<file path="config.mk">
export PLATFORM = sky130hd
export DESIGN_NAME = spi_flags_data
export DESIGN_NICKNAME = d
export VERILOG_FILES = /design/src/common/spi_flags_pkg.sv /design/src/design/spi_flags_data.sv /design/src/design/link_sync.sv
export SDC_FILE = /design/constraint.sdc
export NUM_CORES = 1
export LEC_CHECK = 0
export ABC_AREA = 1
export BUFFER_PORTS_ARGS = -buffer_cell sky130_fd_sc_hd__buf_2
export CAP_MARGIN = 40
export CELL_PAD_IN_SITES_DETAIL_PLACEMENT = 1
export CELL_PAD_IN_SITES_GLOBAL_PLACEMENT = 1
export CORE_ASPECT_RATIO = 1.25
export CORE_MARGIN = 2
export CORE_UTILIZATION = 30
export CTS_CLUSTER_SIZE = 12
export DETAILED_ROUTE_END_ITERATION = 7
export HOLD_SLACK_MARGIN = 0.05
export PLACE_DENSITY = 0.65
export SLEW_MARGIN = 15
export SYNTH_ARGS = -nofsm -noshare
export SYNTH_HDL_FRONTEND = slang
export SYNTH_HIERARCHICAL = 1
export SYNTH_SLANG_ARGS = --single-unit
</file>
<file path="constraint.sdc">
create_clock -name clk_in -period 4.3 [get_ports clk_in]
set_input_delay 0.86 -clock clk_in [delete_from_list [all_inputs] [get_ports clk_in]]
set_output_delay 0.86 -clock clk_in [all_outputs]
set_load 0.005 [all_outputs]
</file>
<file path="src/common/spi_flags_pkg.sv">
package spi_flags_pkg;

  localparam int DATA_W  = 8;
  localparam int ADDR_W  = 5;
  localparam int RX_DEPTH = 2;

  // Byte addresses of the registers
  localparam logic [4:0] OFS_CTRL   = 5'h00;
  localparam logic [4:0] OFS_DATA   = 5'h04;
  localparam logic [4:0] OFS_FLAGS  = 5'h08;
  localparam logic [4:0] OFS_MASK   = 5'h0C;
  localparam logic [4:0] OFS_EVENTS = 5'h10;

  localparam logic [2:0] LAST_BIT = 3'h7;
  localparam logic [2:0] FIRST_BIT = 3'h0;
  localparam logic [1:0] RX_EMPTY = 2'h0;
  localparam logic [1:0] RX_ONE   = 2'h1;
  localparam logic [1:0] RX_FULL  = 2'h2;
  localparam logic [7:0] BYTE_ZERO = 8'h00;

  // Timing: master shift clock half period
  localparam int CLK_PERIOD_NS = 100;
  localparam int SCK_HALF_NS   = 400;
  localparam int SCK_HALF_CYC  = (SCK_HALF_NS / CLK_PERIOD_NS < 1) ? 1 :
                                 SCK_HALF_NS / CLK_PERIOD_NS;

  typedef struct packed {
    logic buffered_mode_enable;
    logic select_disable;
    logic master;
    logic enable;
  } ctrl_t;

  localparam ctrl_t CTRL_RESET = 4'h0;

  // Layout shared by flags, event status and mask registers
  typedef struct packed {
    logic       rx;
    logic       txc;
    logic       dre;
    logic       sel;
    logic [2:0] unused;
    logic       ovf;
  } flags_t;

  localparam flags_t FLAGS_RESET = 8'h00;

  typedef enum {LINK_IDLE, LINK_SHIFT} link_state_t;

  function automatic logic reg_hit(input logic [4:0] addr,
                                   input logic [4:0] ofs);
    reg_hit = (addr == ofs);
  endfunction

endpackage

</file>
<file path="src/design/spi_flags_data.sv">
// Summary of operation
// - Buffered: done flag sets as shifter empties, none queued; 1 clears.
// - Unbuffered: data write during an active byte sets write collision.
// - Collision clears only by flag read while set, then data access.
// - Buffered: tx-empty reads 1 once the buffer empties into the shifter, 0 while byte waits.
// - Tx-empty resets to 0; reads 0 outside buffered mode.
// - Every data write clears tx-empty; nothing else clears it.
// - Tx-empty interrupt stays asserted while flag and its enable are set.
// - Select low drops master mode unless disabled; buffered: also sets flag.
// - Buffered: third byte with both rx entries full sets overflow.
// - With no tx data pending, overflow waits for next transfer start.
// - Overflow holds until the data register is read.
// - Data write with no byte active starts a transfer shifting that byte out.
// - Buffered data read returns second entry, moves first into second.
// - Buffered mode gives two rx entries, one tx entry, split flags.
// - Unbuffered: general flag sets each completed byte.
`timescale 1ns/1ps
`default_nettype none
module spi_flags_data #(
  parameter int HALF_CYC = spi_flags_pkg::SCK_HALF_CYC
) (
  // Clock and reset
  input  wire logic                               clk_in,
  input  wire logic                               srst_in,
  // Avalon-MM slave
  input  wire logic [spi_flags_pkg::ADDR_W-1:0]   avs_address_in,
  input  wire logic                               avs_read_in,
  input  wire logic                               avs_write_in,
  input  wire logic [3:0]                         avs_byteenable_in,
  input  wire logic [31:0]                        avs_writedata_in,
  output logic      [31:0]                        avs_readdata_out,
  output logic                                    avs_waitrequest_out,
  // Interrupt
  output logic                                    irq_out,
  // Serial link
  input  wire logic                               sck_in,
  input  wire logic                               select_n_in,
  input  wire logic                               sdi_in,
  output logic                                    sck_out,
  output logic                                    sck_oe_out,
  output logic                                    sdo_out,
  output logic                                    sdo_oe_out
);
  import spi_flags_pkg::*;

  // Divider is eight bits wide
  if (HALF_CYC < 1 || HALF_CYC > 255) begin : g_half_cyc_check
    $error("HALF_CYC out of range");
  end

  ////////////////////////////////////////////////////////////////////////
  // Bus slave: one wait cycle, answer on the second edge
  logic        ack_ff;
  logic [31:0] rdata_ff;
  logic [7:0]  rd_mux;
  wire acc      = avs_read_in | avs_write_in;
  wire do_wr    = avs_write_in & ack_ff & avs_byteenable_in[0];
  wire do_rd    = avs_read_in & ack_ff;
  wire hit_ctrl = reg_hit(avs_address_in, OFS_CTRL);
  wire hit_data = reg_hit(avs_address_in, OFS_DATA);
  wire hit_flag = reg_hit(avs_address_in, OFS_FLAGS);
  wire hit_mask = reg_hit(avs_address_in, OFS_MASK);
  wire hit_evt  = reg_hit(avs_address_in, OFS_EVENTS);
  wire data_wr  = do_wr & hit_data;
  wire data_rd  = do_rd & hit_data;
  wire data_acc = acc & ack_ff & hit_data;
  wire flag_rd  = do_rd & hit_flag;
  wire flag_wr  = do_wr & hit_flag;
  wire [7:0] wbyte = avs_writedata_in[7:0];

  assign avs_waitrequest_out = acc & ~ack_ff;
  assign avs_readdata_out    = rdata_ff;

  always_ff @(posedge clk_in) begin
    if (srst_in) begin
      ack_ff   <= 1'b0;
      rdata_ff <= '0;
    end else begin
      ack_ff <= acc & ~ack_ff;
      if (avs_read_in & ~ack_ff) begin
        rdata_ff <= {24'h000000, rd_mux};
      end
    end
  end

  ////////////////////////////////////////////////////////////////////////
  // Pins into the clock domain
  logic [2:0] pin_lvl;
  logic [2:0] pin_rise;
  logic [2:0] pin_fall;

  link_sync #(.W(3), .RESET_VAL(3'h2)) u_sync (
    .clk_in    (clk_in),
    .srst_in   (srst_in),
    .async_in  ({sdi_in, select_n_in, sck_in}),
    .level_out (pin_lvl),
    .rise_out  (pin_rise),
    .fall_out  (pin_fall)
  );

  ////////////////////////////////////////////////////////////////////////
  // State
  ctrl_t       ctrl_ff;
  flags_t      mask_ff;
  flags_t      evt_ff;
  link_state_t state_ff;
  logic [7:0]  tx_sh_ff, rx_sh_ff, tx_buf_ff, rx_last_ff;
  logic [7:0]  rx_mem_ff [RX_DEPTH];
  logic [1:0]  rx_cnt_ff;
  logic [2:0]  bit_cnt_ff;
  logic [7:0]  div_ff;
  logic        sck_ff, tx_full_ff, tx_empty_ff, xfer_done_ff;
  logic        write_collision_ff, wc_arm_ff, gen_ff, gen_arm_ff;
  logic        select_trigger_ff, rx_overflow_ff, ovf_pend_ff;

  wire buf_mode = ctrl_ff.buffered_mode_enable;
  wire master   = ctrl_ff.master & ctrl_ff.enable;
  wire selected = ~pin_lvl[1] & ctrl_ff.enable & ~ctrl_ff.master;
  wire busy     = (state_ff == LINK_SHIFT) | (bit_cnt_ff != FIRST_BIT);

  // Master clock divider runs only while a byte is out or sck is high
  wire run  = master & ((state_ff == LINK_SHIFT) | sck_ff);
  wire tick = run & (div_ff == 8'(HALF_CYC - 1));
  wire sample_ev = master ? (tick & ~sck_ff) : (pin_rise[0] & selected);
  wire shift_ev  = master ? (tick & sck_ff) : (pin_fall[0] & selected);
  wire [7:0] rx_byte = {rx_sh_ff[6:0], pin_lvl[2]};
  wire byte_done  = sample_ev & (bit_cnt_ff == LAST_BIT);
  wire xfer_start = sample_ev & (bit_cnt_ff == FIRST_BIT);

  // Select pulled low while master and not disabled
  wire sel_trig = master & ~pin_lvl[1] & ~ctrl_ff.select_disable;

  // Load of the shifter from bus or tx buffer
  wire direct_ld = data_wr & ~buf_mode & ~busy;
  wire move_ld   = buf_mode & tx_full_ff &
                   ((state_ff == LINK_IDLE) | byte_done);
  wire load      = direct_ld | move_ld;
  wire [7:0] ld_val = direct_ld ? wbyte : tx_buf_ff;
  wire wc_set  = data_wr & ~buf_mode & busy;
  wire txc_set = buf_mode & byte_done & ~tx_full_ff & ~data_wr;

  assign sck_out    = sck_ff;
  assign sck_oe_out = master;
  assign sdo_out    = tx_sh_ff[7];
  assign sdo_oe_out = master | selected;

  ////////////////////////////////////////////////////////////////////////
  // Receive entries: [1] is the older byte, handed out first
  logic [7:0] nxt_mem0, nxt_mem1;
  logic [1:0] nxt_rx_cnt;
  logic       ovf_hit;
  wire pop  = data_rd & buf_mode & (rx_cnt_ff != RX_EMPTY);
  wire push = byte_done & buf_mode;
  wire [1:0] cnt_p = rx_cnt_ff - {1'b0, pop};

  always_comb begin
    nxt_mem0   = rx_mem_ff[0];
    nxt_mem1   = pop ? rx_mem_ff[0] : rx_mem_ff[1];
    nxt_rx_cnt = cnt_p;
    ovf_hit    = 1'b0;
    if (push) begin
      if (cnt_p == RX_EMPTY) begin
        nxt_mem1   = rx_byte;
        nxt_rx_cnt = RX_ONE;
      end else if (cnt_p == RX_ONE) begin
        nxt_mem0   = rx_byte;
        nxt_rx_cnt = RX_FULL;
      end else begin
        ovf_hit = 1'b1;
      end
    end
  end

  // Loss shows at once if tx data waits, else at the next transfer
  wire ovf_now = ovf_hit & (tx_full_ff | load);
  wire ovf_set = ovf_now | (ovf_pend_ff & xfer_start);

  ////////////////////////////////////////////////////////////////////////
  // Flag view and read mux
  flags_t view;
  assign view.rx     = buf_mode ? (rx_cnt_ff != RX_EMPTY) : gen_ff;
  assign view.txc    = buf_mode ? xfer_done_ff : write_collision_ff;
  assign view.dre    = buf_mode & tx_empty_ff;
  assign view.sel    = buf_mode & select_trigger_ff;
  assign view.unused = 3'h0;
  assign view.ovf    = buf_mode & rx_overflow_ff;

  wire [7:0] data_view = buf_mode ? rx_mem_ff[1] : rx_last_ff;
  assign rd_mux = hit_ctrl ? {4'h0, ctrl_ff} :
                  hit_data ? data_view :
                  hit_flag ? view :
                  hit_mask ? mask_ff :
                  hit_evt  ? evt_ff : BYTE_ZERO;

  flags_t evt_new;
  assign evt_new.rx     = byte_done;
  assign evt_new.txc    = txc_set | wc_set;
  assign evt_new.dre    = 1'b0;
  assign evt_new.sel    = sel_trig;
  assign evt_new.unused = 3'h0;
  assign evt_new.ovf    = ovf_set;

  // Level request keeps firing until data is written or disabled
  assign irq_out = (|(evt_ff & mask_ff)) | (mask_ff.dre & view.dre);

  ////////////////////////////////////////////////////////////////////////
  // Control, mask and event status
  always_ff @(posedge clk_in) begin
    if (srst_in) begin
      ctrl_ff <= CTRL_RESET;
      mask_ff <= FLAGS_RESET;
      evt_ff  <= FLAGS_RESET;
    end else begin
      if (do_wr & hit_ctrl) begin
        ctrl_ff <= ctrl_t'(wbyte[3:0]);
      end
      if (sel_trig) begin
        ctrl_ff.master <= 1'b0;
      end
      if (do_wr & hit_mask) begin
        mask_ff <= wbyte & 8'hF1;
      end
      // New events win over the clearing read
      evt_ff <= ((do_rd & hit_evt) ? FLAGS_RESET : evt_ff) | evt_new;
    end
  end

  ////////////////////////////////////////////////////////////////////////
  // Shift engine
  always_ff @(posedge clk_in) begin
    if (srst_in) begin
      state_ff   <= LINK_IDLE;
      tx_sh_ff   <= BYTE_ZERO;
      rx_sh_ff   <= BYTE_ZERO;
      rx_last_ff <= BYTE_ZERO;
      bit_cnt_ff <= FIRST_BIT;
      div_ff     <= 8'h00;
      sck_ff     <= 1'b0;
    end else begin
      div_ff <= (tick | ~run) ? 8'h00 : div_ff + 8'h01;
      if (tick) begin
        sck_ff <= ~sck_ff;
      end
      if (sample_ev) begin
        rx_sh_ff   <= rx_byte;
        bit_cnt_ff <= bit_cnt_ff + 3'h1;
      end
      if (byte_done & ~buf_mode) begin
        rx_last_ff <= rx_byte;
      end
      if (load) begin
        tx_sh_ff <= ld_val;
        state_ff <= LINK_SHIFT;
      end else begin
        if (shift_ev & (bit_cnt_ff != FIRST_BIT)) begin
          tx_sh_ff <= {tx_sh_ff[6:0], 1'b0};
        end
        if (byte_done | sel_trig) begin
          state_ff <= LINK_IDLE;
        end
      end
    end
  end

  ////////////////////////////////////////////////////////////////////////
  // Tx buffer and flags; data write clear wins over hardware tx-empty set
  always_ff @(posedge clk_in) begin
    if (srst_in) begin
      tx_buf_ff   <= BYTE_ZERO;
      tx_full_ff  <= 1'b0;
      tx_empty_ff <= 1'b0;
      rx_cnt_ff   <= RX_EMPTY;
      rx_mem_ff   <= '{default: BYTE_ZERO};
    end else begin
      if (move_ld) begin
        tx_full_ff  <= 1'b0;
        tx_empty_ff <= 1'b1;
      end
      if (data_wr) begin
        tx_empty_ff <= 1'b0;
        if (buf_mode) begin
          tx_buf_ff  <= wbyte;
          tx_full_ff <= 1'b1;
        end
      end
      rx_cnt_ff    <= nxt_rx_cnt;
      rx_mem_ff[0] <= nxt_mem0;
      rx_mem_ff[1] <= nxt_mem1;
    end
  end

  always_ff @(posedge clk_in) begin
    if (srst_in) begin
      xfer_done_ff       <= 1'b0;
      select_trigger_ff  <= 1'b0;
      write_collision_ff <= 1'b0;
      wc_arm_ff          <= 1'b0;
      gen_ff             <= 1'b0;
      gen_arm_ff         <= 1'b0;
      rx_overflow_ff     <= 1'b0;
      ovf_pend_ff        <= 1'b0;
    end else begin
      // Writing one clears; the overflow bit in a write is ignored
      xfer_done_ff <= txc_set |
        (xfer_done_ff & ~(flag_wr & wbyte[6]));
      select_trigger_ff <= (sel_trig & buf_mode) |
        (select_trigger_ff & ~(flag_wr & wbyte[4]));
      // Read-then-access clear, armed only by a read that saw it set
      if (flag_rd & write_collision_ff) begin
        wc_arm_ff <= 1'b1;
      end else if (data_acc) begin
        wc_arm_ff <= 1'b0;
      end
      write_collision_ff <= wc_set |
        (write_collision_ff & ~(wc_arm_ff & data_acc));
      if (flag_rd & gen_ff) begin
        gen_arm_ff <= 1'b1;
      end else if (data_acc) begin
        gen_arm_ff <= 1'b0;
      end
      gen_ff <= (~buf_mode & (byte_done | sel_trig)) |
        (gen_ff & ~(gen_arm_ff & data_acc));
      ovf_pend_ff <= (ovf_hit & ~ovf_now) |
        (ovf_pend_ff & ~xfer_start & ~data_rd);
      rx_overflow_ff <= ovf_set |
        (rx_overflow_ff & ~data_rd);
    end
  end

  ////////////////////////////////////////////////////////////////////////
  // Checks
  a_dre_write_clear:
  assert property (@(posedge clk_in) disable iff (srst_in)
    data_wr |=> !tx_empty_ff) else $error("tx-empty not cleared");

  a_dre_nonbuf_zero:
  assert property (@(posedge clk_in) disable iff (srst_in)
    !buf_mode |-> !view.dre) else $error("tx-empty set unbuffered");

  a_write_collision_flag_set:
  assert property (@(posedge clk_in) disable iff (srst_in)
    data_wr && !buf_mode && busy |=> write_collision_ff && !load)
    else $error("collision missed");

  a_write_collision_flag_hold:
  assert property (@(posedge clk_in) disable iff (srst_in)
    write_collision_ff && !wc_arm_ff |=> write_collision_ff)
    else $error("collision cleared early");

  a_txc_set:
  assert property (@(posedge clk_in) disable iff (srst_in)
    txc_set |=> xfer_done_ff ##1 (xfer_done_ff || $past(flag_wr)))
    else $error("transfer done lost");

  a_sel_trigger:
  assert property (@(posedge clk_in) disable iff (srst_in)
    sel_trig && buf_mode |=> select_trigger_ff && !ctrl_ff.master)
    else $error("select trigger wrong");

  a_ovf_clear:
  assert property (@(posedge clk_in) disable iff (srst_in)
    rx_overflow_ff && !data_rd && !ovf_set |=> rx_overflow_ff)
    else $error("overflow dropped");

  a_rx_pop:
  assert property (@(posedge clk_in) disable iff (srst_in)
    pop && !push && rx_cnt_ff == RX_FULL |=>
      rx_cnt_ff == RX_ONE && rx_mem_ff[1] == $past(rx_mem_ff[0]))
    else $error("rx pop wrong");

  a_irq_dre:
  assert property (@(posedge clk_in) disable iff (srst_in)
    view.dre && mask_ff.dre |-> irq_out) else $error("irq missing");

  a_load_start:
  assert property (@(posedge clk_in) disable iff (srst_in)
    direct_ld |=> state_ff == LINK_SHIFT && tx_sh_ff == $past(wbyte))
    else $error("transfer not started");

  a_byte_flag:
  assert property (@(posedge clk_in) disable iff (srst_in)
    byte_done && !buf_mode |=> gen_ff) else $error("byte flag missed");

  a_flag_unused:
  assert property (@(posedge clk_in) disable iff (srst_in)
    avs_read_in && ack_ff && hit_flag |-> avs_readdata_out[3:1] == 3'h0)
    else $error("unused flag bits set");

endmodule
`default_nettype wire

</file>
<file path="src/design/link_sync.sv">
`timescale 1ns/1ps
`default_nettype none
module link_sync #(
  parameter int            W         = 1,
  parameter logic [W-1:0]  RESET_VAL = '0
) (
  // Clock and reset
  input  wire logic         clk_in,
  input  wire logic         srst_in,
  // Asynchronous pins
  input  wire logic [W-1:0] async_in,
  // Synchronised level and edges
  output logic      [W-1:0] level_out,
  output logic      [W-1:0] rise_out,
  output logic      [W-1:0] fall_out
);

  logic [W-1:0] meta_ff;
  logic [W-1:0] sync_ff;
  logic [W-1:0] prev_ff;

  // First stage feeds only the second
  always_ff @(posedge clk_in) begin
    if (srst_in) begin
      meta_ff <= RESET_VAL;
      sync_ff <= RESET_VAL;
      prev_ff <= RESET_VAL;
    end else begin
      meta_ff <= async_in;
      sync_ff <= meta_ff;
      prev_ff <= sync_ff;
    end
  end

  assign level_out = sync_ff;
  assign rise_out  = sync_ff & ~prev_ff;
  assign fall_out  = ~sync_ff & prev_ff;

endmodule
`default_nettype wire

</file>
==> metrics.csv, run 1 <==
stage,metric,value,unit
setup_path,crit_path_max_fanout,17,
clock_network,clk_pin_slew,70,ps
clock_network,cts.sinks,101,
die,num_rows,51,
die,initial_core_util,30.5,%
power,swShare,24.3,%
setup_path,required,4530,ps
routing,num_vias,4246,
synthesis,ys_warn_count,6,
timing,worst_pin_slew,572,ps
power,p_switching,0.435,mW
timing,timing.final.crit_share,73.8,%
power,cellLeakagePower,2.23,nW
synthesis,synth_area,4730,um2
timing,fmax,315,MHz
timing,setup_viol,0,
power,pwr-share-seq,52.6,%
cells_and_area,n_antenna_cell,0,
setup_path,path_class,in2reg,
clock_network,cts_hold_buf,0,
setup_path,arrival,3410,ps
placement,post-dp-hpwl,9230,um
setup_path,worstSetupEndpointType,register,
power,power.total,1.79,mW
timing,fin_setup_tns,0,ps
routing,wl_per_cell,14.2,um
outcome,status,completed,
timing,min_period,3170,ps
routing,vias_per_cell,4.74,
grt,overflow,0,
die,die_width,116,um
min_path,holdPathStages,2,
grt,grt_pass1_vias,4291,
timing,max-slew-margin-rel,61.7,%
cells_and_area,drive_gt1_share,11.1,%
routing,drc,0,
grt,grt_antenna_before_repair,0,
run,cap_violations,0,
clock_network,cts_resized,0,
die,core_area,15500,um2
synthesis,avgSynthCellArea,7.23,um2
timing,slew_violations,0,
clock_network,post_cts_buffers,0,
placement,gp_congestion,0.822,
setup_path,reg2reg_depth,14,
power,peakVddDrop,0.183,mV
die,die_area,16800,um2
power,intPower,1.36,mW
routing,totalWireLength,12700,um
cells_and_area,areaGrowthSynthToFinish,11.2,%
cells_and_area,final_area,5260,um2
cells_and_area,fin_cells,896,
timing,timing.final.hold_violations,0,
grt,grtUsageTotal,16.1,%
cells_and_area,fin_nets,733,
power,clkPwrFrac,43.8,%
placement,placed_cell_area,4980,um2
placement,port-buffer-count,34,
grt,grt_max_degree,56,
die,io_pins,86,
clock_network,insertion_delay,350,ps
timing,rsz0062_at_grt,false,
routing,first_iter_violations,228,
clock_network,clk_path_buf_depth,2,
timing,fin_worst_skew,11.3,ps
grt,grt_pass1_wl,21200,um
clock_network,cts-htree-levels,3,
synthesis,synthCells,654,
clock_network,numCtsBuffers,9,
placement,dp.cells,880,
clock_network,cts_root_buf,clkbuf_16,
setup_path,worstSetupStartpointType,input pin,
routing,drtPass1Iterations,4,
routing,detail-route-antenna-nets,0,
power,comb_power_share,3.6,%
clock_network,cts_tree,yes,
power,powerDensity,341,nW/um2
die,die_y,144,um
min_path,hp-class,reg2reg,
[power groups by stage]
| stage | Sequential (mW) | Clock [mW] | Combinational, mW |
|---|---|---|---|
| 3_3_place_gp | 0.964 | 0 | 0.0643 |
| 3_5_place_dp | 0.964 | 0 | 0.0659 |
| 2_1_floorplan | 0.963 | 0 | 0.0541 |
| 5_1_grt | 0.943 | 0.850 | 0.0759 |
| 4_1_cts | 0.942 | 0.806 | 0.0661 |
| 6_report | 0.942 | 0.785 | 0.0652 |
[per-stage QoR]
| step | setup slack [ps] | utilization (%) | hold slack (ps) |
|---|---|---|---|
| 3_5_place_dp | 742 | 32.1 | 404 |
| 3_3_place_gp | 816 | 32.1 | 398 |
| 5_1_grt | 863 | 33.9 | 432 |
| 4_1_cts | 1100 | 33.9 | 417 |
| 2_1_floorplan | 1270 | - | 386 |
| 6_report | 1130 | 33.9 | 413 |
[critical path: stages]
cell	delay (ps)
buf_2	130
nor2_4	160
nand3_4	160
nor2_4	110
inv_2	50
or2_1	200
buf_4	220
inv_1	80
ha_1	150
xor2_1	230
inv_1	80
ha_1	200
inv_1	130
nand3_2	320
o21ai_0	270
a21oi_1	60
[placed cells by master, fill, tap and decap left out, types with 2 or more instances in the layout]
cell type,count
inv_6,3
clkinvlp_4,3
inv_1,74
nor2_4,5
nand2_1,120
and3_1,2
o21ai_2,8
a21oi_1,68
a211oi_1,2
a31oi_1,3
nand3_2,2
nor3_1,8
o21ai_1,6
nand4_1,5
o21ai_0,63
clkinv_1,2
nand3_1,36
dfxtp_1,101
buf_2,34
buf_4,4
ha_1,6
inv_2,2
clkbuf_16,9
nor2_1,71
conb_1,24
o211ai_1,3
a21oi_2,2
[metal layers]
metal / track usage, % / part of all wire, %
met5: 0 / 0
met4: 5.26 / 1.4
met3: 2.64 / 2.5
met2: 30.8 / 54
met1: 17.9 / 42
[sequential cells by signal (all words and copies together), names as in the netlist, 2 cells and up]
signal and cells:
rx_mem_ff 16, div_ff 8, u_sync/level_out 3, bit_cnt_ff 3, tx_buf_ff 8, tx_sh_ff 8, rx_sh_ff 7, u_sync/meta_ff 3
ctrl_ff 3, evt_ff 4, avs_readdata_out 8, rx_last_ff 8, mask_ff 5, rx_cnt_ff 2
[worst paths after layout]
kind,start,endpoint,slack [ps]
min,u_sync/meta_ff[2],u_sync/level_out[2],410
min reg2reg,u_sync/meta_ff[2],u_sync/level_out[2],410
max reg2reg,ack_ff,rx_mem_ff[13],1520
max,avs_address_in[4],rx_mem_ff[13],1130
[area by class of cell]
type | count | area [um2]
multi-input combinational | 451 | 2200
clock buffer | 9 | 225
timing repair buffer | 38 | 200
sequential | 101 | 2020
fill | 1956 | 10200
inverter | 78 | 293
clock inverter | 7 | 57.6
tap | 212 | 265
No activity file was read; power rests on OpenSTA's default activity.
==> run 2: changes to the inputs <==
--- a/config.mk
+++ b/config.mk
@@ -5,7 +5,7 @@
 export SDC_FILE = /design/constraint.sdc
 export NUM_CORES = 1
 export LEC_CHECK = 0
-export ABC_AREA = 1
+export ABC_AREA = 0
 export BUFFER_PORTS_ARGS = -buffer_cell sky130_fd_sc_hd__buf_2
 export CAP_MARGIN = 40
 export CELL_PAD_IN_SITES_DETAIL_PLACEMENT = 1
@@ -16,7 +16,7 @@
 export CTS_CLUSTER_SIZE = 12
 export DETAILED_ROUTE_END_ITERATION = 7
 export HOLD_SLACK_MARGIN = 0.05
-export PLACE_DENSITY = 0.65
+export PLACE_DENSITY = 0.62
 export SLEW_MARGIN = 15
 export SYNTH_ARGS = -nofsm -noshare
 export SYNTH_HDL_FRONTEND = slang
==> constraint.sdc (replaced) <==
create_clock -name clk_in -period 3.07 [get_ports clk_in]
set_input_delay 0.614 -clock clk_in [delete_from_list [all_inputs] [get_ports clk_in]]
set_output_delay 0.614 -clock clk_in [all_outputs]
set_load 0.005 [all_outputs]
==> run 2 against run 1 <==
Clock skew down 6.9 ps. Highest routed layer unchanged. Critical path depth decreased by 6. Die area fell by 1.1%. Cell count down 13%. Clock power grew 38%. Largest cell class unchanged. Global-route usage shrank 0.081 points. Clock-buffer cell count is 3 higher. Area after synthesis down 1.2%. Routed wire length increased by 2.9%.
==> metrics.csv, run 2 <==
stage,metric,value,unit
setup_path,path_class,in2reg,
placement,gp_congestion,0.777,
die,die_area,16600,um2
routing,wl_per_cell,16.8,um
setup_path,crit_buf_inv,2,
cells_and_area,fin_nets,616,
min_path,hp-class,reg2reg,
setup_path,crit_chain,buf_2 > nor3b_1 > nand2_1 > nor3_1 > ha_1 > ha_1 > a2111oi_4 > buf_12 > mux2i_1 > nor2_1,
setup_path,arrival,2940,ps
grt,grtUsageTotal,16.0,%
setup_path,rr_endpoint,rx_mem_ff[12],
setup_path,crit_path_max_fanout,8,
grt,overflow,0,
clock_network,post_cts_buffers,0,
clock_network,cts.sinks,101,
clock_network,insertion_delay,340,ps
die,die_width,116,um
timing,slew_violations,0,
outcome,status,completed,
routing,vias_per_cell,4.97,
power,p_switching,0.572,mW
setup_path,worstSetupEndpointType,register,
clock_network,numCtsBuffers,9,
cells_and_area,final_util,34.6,%
clock_network,clk_pin_slew,70,ps
cells_and_area,layout_common_cells,"101 x dfxtp_1, 58 x nor2_1, 46 x mux2i_1, 37 x nand2_1, 37 x nand3_1",
die,die_y,144,um
power,swShare,22.7,%
min_path,worstHoldEndpoint,u_sync/level_out[1],
synthesis,ys_warn_count,6,
power,comb_power_share,4.2,%
synthesis,synthCells,531,
cells_and_area,drive_gt1_share,13.4,%
timing,holdWs,405,ps
timing,timing.final.crit_share,88.4,%
cells_and_area,areaGrowthSynthToFinish,14.5,%
die,core_area,15400,um2
clock_network,clk_path_buf_depth,2,
grt,grt_antenna_before_repair,0,
routing,drc,0,
power,clkPwrFrac,43.0,%
min_path,holdPathStages,1,
placement,dpl_worst_slack,-6.98,ps
placement,dp.cells,763,
die,io_pins,86,
timing,timing.final.hold_violations,0,
timing,min_period,2710,ps
cells_and_area,n_antenna_cell,0,
grt,grt_pass1_vias,3959,
clock_network,cts_resized,0,
setup_path,cpPeakStageDelay,410,ps
power,pwr-share-seq,52.8,%
routing,num_vias,3869,
die,initial_core_util,30.3,%
timing,fin_worst_skew,4.42,ps
timing,fmax,369,MHz
setup_path,worstSetupStartpointType,input pin,
power,intPower,1.94,mW
grt,grt_pass1_wl,20700,um
cells_and_area,fin_cells,779,
clock_network,cts_tree,yes,
routing,drtPass1Iterations,4,
setup_path,r2r_slack,430,ps
grt,grt_max_degree,42,
die,num_rows,51,
cells_and_area,final_common_cell,dfxtp_1,
placement,port-buffer-count,34,
synthesis,synth_area,4670,um2
timing,worst_pin_slew,721,ps
setup_path,cpMostUsedCell,ha_1,
timing,rsz0062_at_grt,false,
setup_path,cp_slowest_cell,a2111oi_4,
setup_path,required,3300,ps
setup_path,reg2reg_depth,7,
synthesis,avgSynthCellArea,8.80,um2
placement,post-dp-hpwl,9490,um
routing,totalWireLength,13100,um
clock_network,cts_hold_buf,0,
setup_path,crit_cells,10,
routing,first_iter_violations,142,
min_path,min-delay-start,u_sync/meta_ff[1],
timing,max-slew-margin-rel,51.9,%
timing,setup_viol,0,
setup_path,path_delay_family,simple AND/OR/NAND/NOR gates,
run,cap_violations,0,
power,cellLeakagePower,2.03,nW
cells_and_area,largest_reg_flops,16,
clock_network,cts-htree-levels,3,
power,powerDensity,471,nW/um2
timing,fin_ws,357,ps
clock_network,cts_root_buf,clkbuf_16,
cells_and_area,regMostFlops,rx_mem_ff,
power,peakVddDrop,0.238,mV
routing,detail-route-antenna-nets,0,
setup_path,r2r_start,div_ff[0],
## run 2: cell count changes in the layout (fill, tap and decap cells not counted), moves of 10 or more
| cell | delta |
|---|---|
| a21oi_1 | -37 |
| mux2i_1 | +46 |
| nor2b_1 | +10 |
| buf_4 | +11 |
| nand2_1 | -83 |
| inv_1 | -62 |
| nor2_1 | -13 |
| o21ai_0 | -54 |
## run 2: layer usage
layer	GRT usage [%]	routed length (um)	vias to the layer above
met3	2.61	363	15
li1	-	-	1906
met2	29.1	6790	47
met1	18.8	5650	1901
met4	5.89	278	0
met5	0	0	-
## run 2: worst max path at each step
stage               slack (ps)         startpoint             to
floorplan                  120  avs_address_in[1]   rx_mem_ff[8]
global placement            30  avs_address_in[1]  rx_mem_ff[15]
detailed placement          -7  avs_address_in[1]  rx_mem_ff[13]
CTS                        330  avs_address_in[1]  rx_mem_ff[13]
global route               210  avs_address_in[1]  rx_mem_ff[13]
finish                     360  avs_address_in[1]  rx_mem_ff[12]
## run 2: final cells by class
type / instances / area (um2)
Tap cell: 212 / 265
Clock inverter: 4 / 22.5
Sequential cell: 101 / 2020
Fill cell: 1882 / 10100
Multi-Input combinational cell: 386 / 2390
Inverter: 12 / 45.0
Clock buffer: 12 / 256
Timing Repair Buffer: 52 / 343
## run 2: power by group through the flow
| stage | Combinational (mW) | Sequential (mW) | Clock, mW |
|---|---|---|---|
| 4_1_cts | 0.106 | 1.33 | 1.11 |
| 6_report | 0.105 | 1.33 | 1.08 |
| 2_1_floorplan | 0.0801 | 1.35 | 0 |
| 3_5_place_dp | 0.105 | 1.36 | 0 |
| 3_3_place_gp | 0.103 | 1.36 | 0 |
| 5_1_grt | 0.118 | 1.33 | 1.16 |
## run 2: stage by stage
| step | total power, mW | setup TNS, ps | instance area [um2] |
|---|---|---|---|
| CTS | 2.55 | 0 | 5350 |
| finish | 2.52 | 0 | 5350 |
| global route | 2.61 | 0 | 5350 |
| floorplan | 1.43 | 0 | 4760 |
| detailed placement | 1.46 | -12.0 | 5070 |
| global placement | 1.46 | 0 | 5070 |
## run 2: worst register-to-register path, cell delays in order, from the launching register on
cell and delay [ps]:
dfxtp_1 390, ha_1 250, or3b_2 490, or3_4 490, a2111oi_4 460, buf_12 190
mux2i_1 190, nor2_1 60
==> run 3: changes to the inputs <==
--- a/config.mk
+++ b/config.mk
@@ -17,6 +17,7 @@
 export DETAILED_ROUTE_END_ITERATION = 7
 export HOLD_SLACK_MARGIN = 0.05
 export PLACE_DENSITY = 0.62
+export RECOVER_POWER = 50
 export SLEW_MARGIN = 15
 export SYNTH_ARGS = -nofsm -noshare
 export SYNTH_HDL_FRONTEND = slang
==> run 3 against run 2 <==
Die area unchanged. Largest power group unchanged. Highest routed layer unchanged. Sequential power is essentially flat. Sequential cell count is the same. Critical path depth is the same. Global-route usage unchanged. Hold slack better by 0.80 ps. Worst setup slack worse by 43 ps. Clock power hardly changed. Cell count stayed put. Sequential share of layout area rose by 0.33 points. First-iteration DRC count increased by 5.6%. Cell area shrank 0.87%.
==> metrics.csv, run 3 (synthesized netlist as in run 2, its figures left out) <==
stage,metric,value,unit
outcome,status,completed,
routing,num_vias,3914,
routing,wl_per_cell,16.8,um
clock_network,cts_tree,yes,
die,num_rows,51,
placement,dpl_worst_slack,-6.98,ps
clock_network,cts_hold_buf,0,
die,io_pins,86,
cells_and_area,final_common_cell,dfxtp_1,
setup_path,crit_path_max_fanout,8,
timing,fin_setup_tns,0,ps
cells_and_area,multi_input_area,2390,um2
clock_network,clk_path_buf_depth,2,
placement,post-dp-hpwl,9490,um
routing,drc,0,
setup_path,r2r_slack,390,ps
routing,totalWireLength,13100,um
clock_network,cts_resized,0,
cells_and_area,n_antenna_cell,0,
timing,fin_worst_skew,6.02,ps
clock_network,cts-htree-levels,3,
setup_path,rr_endpoint,rx_mem_ff[12],
die,initial_core_util,30.3,%
setup_path,r2r_start,div_ff[0],
die,core_area,15400,um2
clock_network,cts_root_buf,clkbuf_16,
setup_path,path_class,in2reg,
routing,vias_per_cell,5.02,
power,powerDensity,474,nW/um2
die,die_width,116,um
grt,grt_pass1_wl,20700,um
setup_path,cp_slowest_cell,a2111oi_4,
power,intPower,1.94,mW
power,peakVddDrop,0.235,mV
setup_path,worstSetupEndpointType,register,
timing,min_period,2760,ps
cells_and_area,layout_common_cells,"101 x dfxtp_1, 58 x nor2_1, 46 x mux2i_1, 37 x nand2_1, 37 x nand3_1",
setup_path,crit_end,rx_mem_ff[12],
placement,gp_congestion,0.777,
timing,timing.final.crit_share,89.8,%
cells_and_area,largest_reg_flops,16,
setup_path,required,3250,ps
grt,grt_pass1_vias,3959,
setup_path,startpoint,avs_address_in[2],
run,cap_violations,0,
power,swShare,22.8,%
timing,max-slew-margin-rel,15.1,%
cells_and_area,register_area,2020,um2
die,die_area,16600,um2
cells_and_area,drive_gt1_share,10.4,%
clock_network,post_cts_buffers,0,
power,clkPwrFrac,43.1,%
setup_path,worstSetupStartpointType,input pin,
timing,worst_pin_slew,1270,ps
setup_path,crit_chain,clkbuf_1 > nor3b_1 > nand2_1 > nor3_1 > ha_1 > ha_1 > a2111oi_4 > buf_12 > mux2i_1 > nor2_1,
timing,timing.final.hold_violations,0,
grt,overflow,0,
routing,first_iter_violations,150,
die,die_y,144,um
clock_network,cts.sinks,101,
timing,rsz0062_at_grt,false,
placement,port-buffer-count,34,
power,pwr-share-seq,52.9,%
clock_network,numCtsBuffers,9,
grt,grt_antenna_before_repair,0,
setup_path,cpMostUsedCell,ha_1,
grt,grt_max_degree,42,
cells_and_area,fill_cells,1883,
cells_and_area,fin_nets,616,
cells_and_area,regMostFlops,rx_mem_ff,
setup_path,arrival,2940,ps
setup_path,cpPeakStageDelay,410,ps
routing,detail-route-antenna-nets,0,
timing,fin_ws,314,ps
timing,fmax,363,MHz
cells_and_area,areaGrowthSynthToFinish,13.5,%
grt,grtUsageTotal,16.0,%
min_path,hp-class,reg2reg,
min_path,holdPathStages,1,
timing,slew_violations,0,
power,comb_power_share,4.0,%
clock_network,insertion_delay,340,ps
setup_path,reg2reg_depth,7,
timing,setup_viol,0,
power,p_switching,0.572,mW
routing,drtPass1Iterations,4,
power,cellLeakagePower,1.96,nW
clock_network,clk_pin_slew,70,ps
## run 3: power by group through the flow
stage | Combinational [mW] | Sequential [mW] | Clock (mW)
6_report | 0.100 | 1.33 | 1.08
3_3_place_gp | 0.103 | 1.36 | 0
2_1_floorplan | 0.0801 | 1.35 | 0
3_5_place_dp | 0.105 | 1.36 | 0
5_1_grt | 0.113 | 1.33 | 1.16
4_1_cts | 0.106 | 1.33 | 1.11
## run 3: worst min-delay path by stage
stage                            from             endpoint
global placement    u_sync/meta_ff[1]  u_sync/level_out[1]
floorplan           u_sync/meta_ff[1]  u_sync/level_out[1]
detailed placement  u_sync/meta_ff[1]  u_sync/level_out[1]
finish              u_sync/meta_ff[1]  u_sync/level_out[1]
global route        u_sync/meta_ff[1]  u_sync/level_out[1]
CTS                 u_sync/meta_ff[1]  u_sync/level_out[1]
## run 3: critical path, delay by kind of cell
family                   cells  cell delay (ps)
multiplexers                 1              190
AND/OR/NAND/NOR              4              850
buffers and inverters        2              300
AO/OA/AOI/OAI                1              410
adder cells (fa/ha/maj)      2              580
## run 3: cell type report
class,instances,share of cell area (%)
clock inverters,4,0.425
multi-input cells,386,45.1
clock buffers,12,4.84
flip-flops and latches,101,38.1
inverters,12,0.850
well taps,212,5.00
repair buffers,52,5.59
## run 3: through the flow
step / hold WS, ps / util (%) / std cells / instance area (um2) / power, mW
after floorplan: 383 / - / 554 / 4760 / 1.43
after global placement: 390 / 32.8 / 763 / 5070 / 1.46
after detailed placement: 390 / 32.8 / 763 / 5070 / 1.46
after CTS: 408 / 34.6 / 779 / 5350 / 2.55
after global routing: 426 / 34.3 / 779 / 5300 / 2.60
final: 406 / 34.3 / 779 / 5300 / 2.51
## run 3: routing by layer
layer | wire (um) | global-route usage, % | vias up
li1 | - | - | 1904
met1 | 5630 | 18.8 | 1932
met2 | 6780 | 29.1 | 58
met3 | 344 | 2.61 | 20
met4 | 315 | 5.89 | 0
met5 | 0 | 0 | -
